$ cat config.mk
export PLATFORM = sky130hd
export DESIGN_NAME = acc_top
export DESIGN_NICKNAME = d
export VERILOG_FILES = /design/src/design/acc_pkg.sv /design/src/design/acc_sync.sv /design/src/design/acc_top.sv
export VERILOG_INCLUDE_DIRS = /design/src /design/src/design
export SDC_FILE = /design/constraint.sdc
export NUM_CORES = 1
export LEC_CHECK = 0
export BUFFER_PORTS_ARGS = -buffer_cell sky130_fd_sc_hd__buf_2
export CORE_ASPECT_RATIO = 1.25
export CORE_MARGIN = 4
export CORE_UTILIZATION = 48
export CTS_CLUSTER_DIAMETER = 100
export DETAILED_ROUTE_END_ITERATION = 7
export HOLD_SLACK_MARGIN = 0.03
export PLACE_DENSITY = 0.69
export SLEW_MARGIN = 20
export SYNTH_ARGS = -nofsm -noshare
export SYNTH_HDL_FRONTEND = slang
export SYNTH_SLANG_ARGS = --single-unit
export TNS_END_PERCENT = 5
$ cat constraint.sdc
create_clock -name clk -period 6.1 [get_ports clk]
set_input_delay 0.305 -clock clk [delete_from_list [all_inputs] [get_ports clk]]
set_output_delay 0.305 -clock clk [all_outputs]
set_load 0.01 [all_outputs]
$ cat src/design/acc_defs.svh
// Constants for the analog comparator control block: offsets, bit positions, reset values.
// Assumes inclusion by the package and the design modules of this block only.
`ifndef ACC_DEFS_SVH
`define ACC_DEFS_SVH
`define ACC_ADDR_W 4
`define ACC_OFF_CTRL 4'h0
`define ACC_OFF_CONVB 4'h1
`define ACC_OFF_DIDR 4'h2
`define ACC_OFF_CONVA 4'h3
`define ACC_OFF_CHAN 4'h4
`define ACC_OFF_PWR 4'h5
`define ACC_OFF_IRQ_STAT 4'h6
`define ACC_OFF_IRQ_MASK 4'h7
`define ACC_BIT_POWER_OFF 7
`define ACC_BIT_BANDGAP 6
`define ACC_BIT_OUT 5
`define ACC_BIT_FLAG 4
`define ACC_BIT_IRQ_EN 3
`define ACC_BIT_CAPTURE 2
`define ACC_BIT_NEG_MUX 6
`define ACC_BIT_CONV_ON 7
`define ACC_BIT_CONV_PWR 0
`define ACC_BIT_NEG_DIG 1
`define ACC_BIT_POS_DIG 0
`define ACC_RESET_BYTE 8'h00
`define ACC_CTRL_WMASK 8'hDF
`endif

$ cat src/design/acc_pkg.sv
// Types for the analog comparator control block.
// Assumes the constants header is on the include path.
`include "acc_defs.svh"
package acc_pkg;
    // Interrupt mode codes of the two-bit mode field.
    typedef enum logic [1:0] {
        ACC_MODE_TOGGLE = 2'h0,
        ACC_MODE_RESERVED = 2'h1,
        ACC_MODE_FALL = 2'h2,
        ACC_MODE_RISE = 2'h3
    } acc_mode_t;
    // Register bus request from software.
    typedef struct packed {
        logic [`ACC_ADDR_W-1:0] addr;
        logic [7:0] wdata;
        logic wr;
        logic rd;
    } acc_bus_req_t;
    // Analog front end selection driven to the comparator macro.
    typedef struct packed {
        logic power_off;
        logic pos_bandgap;
        logic neg_from_mux;
        logic [2:0] channel;
    } acc_analog_sel_t;
endpackage

$ cat src/design/acc_sync.sv
// Two flip-flop synchroniser with a registered edge history for the comparator output.
// Assumes an asynchronous raw input and a reset already released on clk.
module acc_sync (
    input wire logic clk,
    input wire logic rst_n,
    input wire logic async_in,
    output logic sync_q,
    output logic prev_q
);
    logic meta_q; // First stage, read only by the second stage.
    // Two stages bound metastability; the third keeps the previous value for edges.
    always_ff @(posedge clk or negedge rst_n) begin
        if (!rst_n) begin
            meta_q <= 1'b0;
            sync_q <= 1'b0;
            prev_q <= 1'b0;
        end else begin
            meta_q <= async_in;
            sync_q <= meta_q;
            prev_q <= sync_q;
        end
    end
endmodule

$ cat src/design/acc_top.sv
// Control logic of the on-chip analog comparator: input selection, synchronising,
// edge interrupt, timer capture routing, pin digital input gating, register port.
// Assumes the analog comparator result arrives asynchronously on cmp_raw.
//
// Chosen here: the plain strobed port and the address map.
`include "acc_defs.svh"
// Notes on behaviour
// - Raw result high when positive exceeds negative.
// - Output status bit synchronised, one-two cycle latency.
// - Disable bit seven switches comparator power off.
// - Bit six selects bandgap as positive input.
// - Flag set on chosen synchronised output event.
// - Flag cleared by vector or writing one.
// - Request needs flag, enable and global enable.
// - Capture enable routes output to timer capture.
// - Mode: toggle, reserved, falling, rising edge.
// - Mux enable and converter off select mux.
// - Low channel bits pick analog pin zero-seven.
// - Mux usable only when power reduction clear.
// - Digital disable bits gate pin buffers, read zero.
// - Converter on means control A enable set.
module acc_top
    import acc_pkg::*;
(
    input wire logic clk,
    input wire logic reset_n,
    input acc_pkg::acc_bus_req_t bus_req,
    output logic [7:0] bus_rdata,
    input wire logic cmp_raw,
    input wire logic global_irq_enable,
    input wire logic irq_vector_ack,
    input wire logic pos_pin_in,
    input wire logic neg_pin_in,
    output acc_pkg::acc_analog_sel_t analog_sel,
    output logic pos_pin_dig_en,
    output logic neg_pin_dig_en,
    output logic pos_pin_port_bit,
    output logic neg_pin_port_bit,
    output logic capture_in,
    output logic cmp_irq_req,
    output logic block_irq
);
    import acc_pkg::*;

    // Reset release synchroniser; the whole block uses rst_n.
    logic rst_m_q;
    logic rst_n;
    always_ff @(posedge clk or negedge reset_n) begin
        if (!reset_n) begin
            rst_m_q <= 1'b0;
            rst_n <= 1'b0;
        end else begin
            rst_m_q <= 1'b1;
            rst_n <= rst_m_q;
        end
    end

    // Returns one when the chosen mode sees an event between two samples.
    function automatic logic edge_hit(input acc_mode_t mode, input logic cur, input logic prev);
        logic hit;
        hit = 1'b0;
        case (mode)
            ACC_MODE_TOGGLE: hit = cur ^ prev;
            ACC_MODE_FALL: hit = prev & ~cur;
            ACC_MODE_RISE: hit = cur & ~prev;
            default: hit = 1'b0; // The reserved code never raises the flag.
        endcase
        return hit;
    endfunction

    // Register state.
    logic power_off_q; // Comparator power switch.
    logic bandgap_q; // Positive input from the bandgap reference.
    logic flag_q; // Sticky comparator interrupt flag.
    logic irq_en_q; // Comparator interrupt enable.
    logic capture_q; // Route output to timer capture.
    logic [1:0] mode_q; // Interrupt mode field.
    logic [7:0] convb_q; // Converter control B image.
    logic [7:0] didr_q; // Digital input disable image.
    logic [7:0] conva_q; // Converter control A image.
    logic [7:0] chan_q; // Converter channel register image.
    logic [7:0] pwr_q; // Power reduction register image.
    logic [1:0] stat_q; // Block status: bit0 flag event, bit1 output change.
    logic [1:0] mask_q; // Mask of the same layout.
    logic [7:0] rdata_q; // Read data, valid the cycle after the strobe.

    // Decoded write strobes for the control and status registers; the others decode inline.
    logic wr_ctrl;
    logic wr_stat;
    assign wr_ctrl = bus_req.wr && (bus_req.addr == `ACC_OFF_CTRL);
    assign wr_stat = bus_req.wr && (bus_req.addr == `ACC_OFF_IRQ_STAT);

    // Synchronised comparator output and the value one cycle before.
    logic out_sync;
    logic out_prev;
    acc_sync u_sync (
        .clk(clk),
        .rst_n(rst_n),
        .async_in(cmp_raw),
        .sync_q(out_sync),
        .prev_q(out_prev)
    );

    // A powered-off comparator yields no valid result, so its output is forced low.
    logic out_valid;
    assign out_valid = out_sync & ~power_off_q;
    logic prev_valid_q;
    always_ff @(posedge clk or negedge rst_n) begin
        if (!rst_n) begin
            prev_valid_q <= 1'b0;
        end else begin
            prev_valid_q <= out_valid;
        end
    end

    // Event detection on current versus previous synchronised value.
    logic cmp_event;
    assign cmp_event = edge_hit(acc_mode_t'(mode_q), out_valid, prev_valid_q);

    // Writable control bits of the comparator register.
    always_ff @(posedge clk or negedge rst_n) begin
        if (!rst_n) begin
            power_off_q <= 1'b0;
            bandgap_q <= 1'b0;
            irq_en_q <= 1'b0;
            capture_q <= 1'b0;
            mode_q <= 2'h0;
        end else if (wr_ctrl) begin
            power_off_q <= bus_req.wdata[`ACC_BIT_POWER_OFF];
            bandgap_q <= bus_req.wdata[`ACC_BIT_BANDGAP];
            irq_en_q <= bus_req.wdata[`ACC_BIT_IRQ_EN];
            capture_q <= bus_req.wdata[`ACC_BIT_CAPTURE];
            mode_q <= bus_req.wdata[1:0];
        end
    end

    // Sticky flag: an event in the clearing cycle wins so it is never lost.
    always_ff @(posedge clk or negedge rst_n) begin
        if (!rst_n) begin
            flag_q <= 1'b0;
        end else if (cmp_event) begin
            flag_q <= 1'b1;
        end else if (irq_vector_ack || (wr_ctrl && bus_req.wdata[`ACC_BIT_FLAG])) begin
            flag_q <= 1'b0;
        end
    end

    // Plain registers shadowing the converter, power and digital disable bits this block reads, and the status mask.
    always_ff @(posedge clk or negedge rst_n) begin
        if (!rst_n) begin
            convb_q <= `ACC_RESET_BYTE;
            didr_q <= `ACC_RESET_BYTE;
            conva_q <= `ACC_RESET_BYTE;
            chan_q <= `ACC_RESET_BYTE;
            pwr_q <= `ACC_RESET_BYTE;
            mask_q <= 2'h0;
        end else if (bus_req.wr) begin
            if (bus_req.addr == `ACC_OFF_CONVB) begin
                convb_q <= bus_req.wdata;
            end else if (bus_req.addr == `ACC_OFF_DIDR) begin
                didr_q <= bus_req.wdata;
            end else if (bus_req.addr == `ACC_OFF_CONVA) begin
                conva_q <= bus_req.wdata;
            end else if (bus_req.addr == `ACC_OFF_CHAN) begin
                chan_q <= bus_req.wdata;
            end else if (bus_req.addr == `ACC_OFF_PWR) begin
                pwr_q <= bus_req.wdata;
            end else if (bus_req.addr == `ACC_OFF_IRQ_MASK) begin
                mask_q <= bus_req.wdata[1:0];
            end
        end
    end

    // Block status bits: set wins over write-one-to-clear.
    logic [1:0] stat_set;
    assign stat_set = {out_valid ^ prev_valid_q, cmp_event};
    always_ff @(posedge clk or negedge rst_n) begin
        if (!rst_n) begin
            stat_q <= 2'h0;
        end else begin
            stat_q <= stat_set | (stat_q & ~(wr_stat ? bus_req.wdata[1:0] : 2'h0));
        end
    end

    // Negative input from the mux only with the converter off and unpowered-down.
    logic neg_mux_sel;
    assign neg_mux_sel = convb_q[`ACC_BIT_NEG_MUX] & ~conva_q[`ACC_BIT_CONV_ON] & ~pwr_q[`ACC_BIT_CONV_PWR];

    // Analog selection is registered so the macro sees glitch-free controls.
    always_ff @(posedge clk or negedge rst_n) begin
        if (!rst_n) begin
            analog_sel <= '0;
        end else begin
            analog_sel.power_off <= power_off_q;
            analog_sel.pos_bandgap <= bandgap_q;
            analog_sel.neg_from_mux <= neg_mux_sel;
            analog_sel.channel <= chan_q[2:0];
        end
    end

    // Pin digital buffers; disabled pins read zero in the port register.
    logic pos_m_q;
    logic pos_s_q;
    logic neg_m_q;
    logic neg_s_q;
    always_ff @(posedge clk or negedge rst_n) begin
        if (!rst_n) begin
            pos_m_q <= 1'b0;
            pos_s_q <= 1'b0;
            neg_m_q <= 1'b0;
            neg_s_q <= 1'b0;
        end else begin
            pos_m_q <= pos_pin_in;
            pos_s_q <= pos_m_q;
            neg_m_q <= neg_pin_in;
            neg_s_q <= neg_m_q;
        end
    end
    always_ff @(posedge clk or negedge rst_n) begin
        if (!rst_n) begin
            pos_pin_port_bit <= 1'b0;
            neg_pin_port_bit <= 1'b0;
        end else begin
            pos_pin_port_bit <= pos_s_q & ~didr_q[`ACC_BIT_POS_DIG];
            neg_pin_port_bit <= neg_s_q & ~didr_q[`ACC_BIT_NEG_DIG];
        end
    end
    assign pos_pin_dig_en = ~didr_q[`ACC_BIT_POS_DIG];
    assign neg_pin_dig_en = ~didr_q[`ACC_BIT_NEG_DIG];

    // Capture routing; the timer's own enable is its business.
    always_ff @(posedge clk or negedge rst_n) begin
        if (!rst_n) begin
            capture_in <= 1'b0;
        end else begin
            capture_in <= capture_q & out_valid;
        end
    end

    // Interrupt outputs. Mode changes with enable set may fire, as software must avoid.
    assign cmp_irq_req = flag_q & irq_en_q & global_irq_enable;
    assign block_irq = |(stat_q & mask_q);

    // Read mux; unmapped addresses read zero.
    always_ff @(posedge clk or negedge rst_n) begin
        if (!rst_n) begin
            rdata_q <= 8'h00;
        end else if (!bus_req.rd) begin
            rdata_q <= 8'h00;
        end else if (bus_req.addr == `ACC_OFF_CTRL) begin
            rdata_q <= {power_off_q, bandgap_q, out_valid, flag_q, irq_en_q, capture_q, mode_q};
        end else if (bus_req.addr == `ACC_OFF_CONVB) begin
            rdata_q <= convb_q;
        end else if (bus_req.addr == `ACC_OFF_DIDR) begin
            rdata_q <= didr_q;
        end else if (bus_req.addr == `ACC_OFF_CONVA) begin
            rdata_q <= conva_q;
        end else if (bus_req.addr == `ACC_OFF_CHAN) begin
            rdata_q <= chan_q;
        end else if (bus_req.addr == `ACC_OFF_PWR) begin
            rdata_q <= pwr_q;
        end else if (bus_req.addr == `ACC_OFF_IRQ_STAT) begin
            rdata_q <= {6'h00, stat_q};
        end else if (bus_req.addr == `ACC_OFF_IRQ_MASK) begin
            rdata_q <= {6'h00, mask_q};
        end else begin
            rdata_q <= 8'h00;
        end
    end
    assign bus_rdata = rdata_q;
endmodule

==> impl_results.md <==
* Worst r2r path cells at 7
* Largest net degree at the start of global routing at 76
* Commonest cells in the netlist: 77 x dfrtp_1, 30 x mux2_2, 22 x o21ai_0
* Warnings, synthesis at 0
* Final Non-Filler Cells at 385
* Sw power at 0.320 mW
* Synth-to-Final Area Change at 13.0%
* P_leak at 1.75 nW
* Number of synthesized flops with an enable pin at 0
* WL final at 6.82 mm
* Top cells by area, synth: dfrtp_1 59%, mux2_2 10%, mux2_4 6.4%, o21ai_0 3.3%, mux2i_1 2.7%
* Final hold viol count at 0
* Cell Chain, Critical Path: buf_2, nand2b_1, or3_1, mux2_4
* Chip width at 82.1 um
* Diode count at 0
* HP Start: pos_pin_in
* Critical path's slowest cell: or3_1
* Worst path bufs/invs at 1
* Worst Hold Path EP: pos_m_q
* Peak VDD IR at 192 uV
* Total CTS buffers at 9
* # DRC at 0
* Synthesized net count at 273
* Slew @ Worst Pin at 921 ps
* Min Tclk post-route at 1750 ps
* Fillers at 600
* Required @ worst endpoint at 6330 ps
* Vias in the first global route at 2255
* Post-synth top area cell: dfrtp_1
* Synth cell types at 37
* Pwr Total at 1.20 mW
* Met2 Use GR at 29.8%
* Slew HR at 38.6%
* Clk pin slew, worst setup/hold paths at 70 ps
* Max-slew violations at 0
* Worst R2R End: flag_q
* Final ANT Viol Nets at 0
* GRT Overall Usage at 19.0%
* Max incr delay on CP at 600 ps
* Die Y-Extent at 101 um
* Mapped Cells at 250
* GR Util met1 at 24.1%
* Number of register bits inferred by synthesis at 77
* Final period util at 28.7%
* Clock Power Share at 27.5%
* Setup Viol. Count Final at 0
* Number of clock sinks at 77
* Highest Clock Rate at 0.571 GHz
* Crit. End Element: flop
* P per Cell Area at 323 nW/um^2
* R2r startpoint: power_off_q
* CTS tree: done
* Nets at 316
* Hold path depth at 1
* Power Internal at 0.881 mW
* FFs w/ async S/R, synth at 100%
* Unrepaired setup endpoints after global routing: false
* Global-route wire length before repair at 11.4 mm
* Grt peak-use layer: met2
* Mean post-synth cell area at 13.2 um^2
* Row Count at 33
* Clock Latency Late Sink at 340 ps
* Die footprint at 8250 um^2
* Worst setup SP type: input pin
* Type of the worst setup path: input pin to flop
* HPWL after DPL at 4.82 mm
* H-tree depth at 3
* DR WL/cell at 17.7 um
* Combinational share of power at 17.2%
* Total global routing overflow at 0
* CP top delay family: simple AND/OR/NAND/NOR gates
* Post-CTS setup repair buffer count at 0
* Hold Path Class: input pin to flop
* Setup TNS at 0 ps
* CP Max Fanout at 21
* Synth Flop Type: dfrtp_1
* Core box area at 6610 um^2
* Reg2reg setup slack at 4410 ps
* Met3 usage at 3.85%
* Via density at 5.31
* # port buffers at 41
* Run status: finished clean
* Register share of total power at 55.3%
* Vias at 2046
* Worst Path Arrival at 1980 ps
* DR pass1 iterations at 4
* Sequential area share after synthesis at 58.6%
* Count leader, synth: dfrtp_1
* Placed instance count at 368
* Switching Fraction at 26.6%
* Skew final at 6.75 ps
* Clock Tree Buf Depth at 2
* Util after Layout at 56.3%
* Post-Syn Area at 3290 um^2
* GPL Wtd Cong at 0.791
* Top-area cell type share of the netlist area at 58.6%
* Number of max-cap violations at 0
* Layout cells sized above 1 at 35.6%
* Initial Util at 49.8%
* Initial antenna violation count at 0
* # IOs at 42
* Clk root buf: clkbuf_8
* Iteration-0 DRC count of the detailed router at 191
-- stage by stage --
stage / cell area, um^2 / setup WS (ps) / hold slack [ps]
finish: 3720 / 4350 / 63.5
detailed placement: 3540 / 4020 / 90.7
global placement: 3540 / 4090 / 89.4
floorplan: 3290 / 3800 / 9.41
CTS: 3720 / 4380 / 46.1
global route: 3720 / 4260 / 49.0
-- per-layer routing --
layer / up-vias / wire, um
met5: - / 0
met4: 0 / 210
met3: 14 / 315
met2: 55 / 3330
met1: 1016 / 2960
li1: 961 / -
-- cell families (layout without fill, tap and decap cells) --
| logic type | Yosys count | in the layout | share of synthesized area (%) |
|---|---|---|---|
| other | 1 | 1 | 0.114 |
| flip-flops | 77 | 77 | 58.6 |
| adder cells (fa/ha/maj) | 2 | 2 | 0.760 |
| AND/OR/NAND/NOR | 42 | 42 | 7.23 |
| multiplexers | 55 | 55 | 20.8 |
| buffers and inverters | 20 | 68 | 3.16 |
| AO/OA/AOI/OAI | 53 | 53 | 9.43 |
-- final cells by class --
class / instances / area [um^2] / area share, %
clock buffer: 15 / 156 / 4.21
clock inverter: 1 / 7.51 / 0.202
inverter: 9 / 33.8 / 0.909
multi-input combinational: 153 / 1260 / 33.9
sequential: 77 / 1930 / 51.9
tap: 87 / 109 / 2.93
timing repair buffer: 43 / 223 / 5.99
-- sequential cells by signal (all words and copies together), names as in the netlist, 2 cells and up --
signal      flops
mode_q          2
convb_q         8
didr_q          8
conva_q         8
chan_q          8
pwr_q           8
analog_sel      6
stat_q          2
mask_q          2
bus_rdata       8
-- power by group through the flow --
stage | Sequential [mW] | Clock (mW) | Combinational, mW
CTS | 0.663 | 0.339 | 0.210
detailed placement | 0.672 | 0 | 0.210
floorplan | 0.666 | 0 | 0.139
global placement | 0.670 | 0 | 0.202
finish | 0.664 | 0.330 | 0.207
global route | 0.676 | 0.364 | 0.230
-- worst max-delay path by stage --
stage	startpoint	endpoint	cells past startpoint
2_1_floorplan	rst_n	analog_sel[0]	0
3_3_place_gp	bus_req[10]	convb_q[3]	4
3_5_place_dp	bus_req[10]	convb_q[7]	4
4_1_cts	bus_req[10]	convb_q[3]	4
5_1_grt	bus_req[10]	convb_q[7]	4
6_report	bus_req[10]	convb_q[3]	4
-- worst register-to-register path: stages, from the launching register on --
cell and delay, ps:
dfrtp_1 410, nor2b_1 330, inv_1 80, ha_1 320, nor2_1 90, nor2_1 40
a21oi_1 220, a31o_2 140
-- timing repair --
action / CTS / global route
endpoints found under the hold margin: 2 / 0
resized for setup: 0 / 0
hold buffers: 1 / 0
-- cells in the final DEF (no fill, tap or decap), types with 7 or more instances in the layout --
master,n
dfrtp_1,76
buf_2,41
mux2_2,30
o21ai_0,22
mux2_4,14
a21oi_1,11
clkbuf_8,10
mux2i_1,9
nor2b_1,9
inv_1,9
o22ai_1,8
nand2_1,8
nor2_1,7
Note: power is estimated with default switching activity, not from simulation.
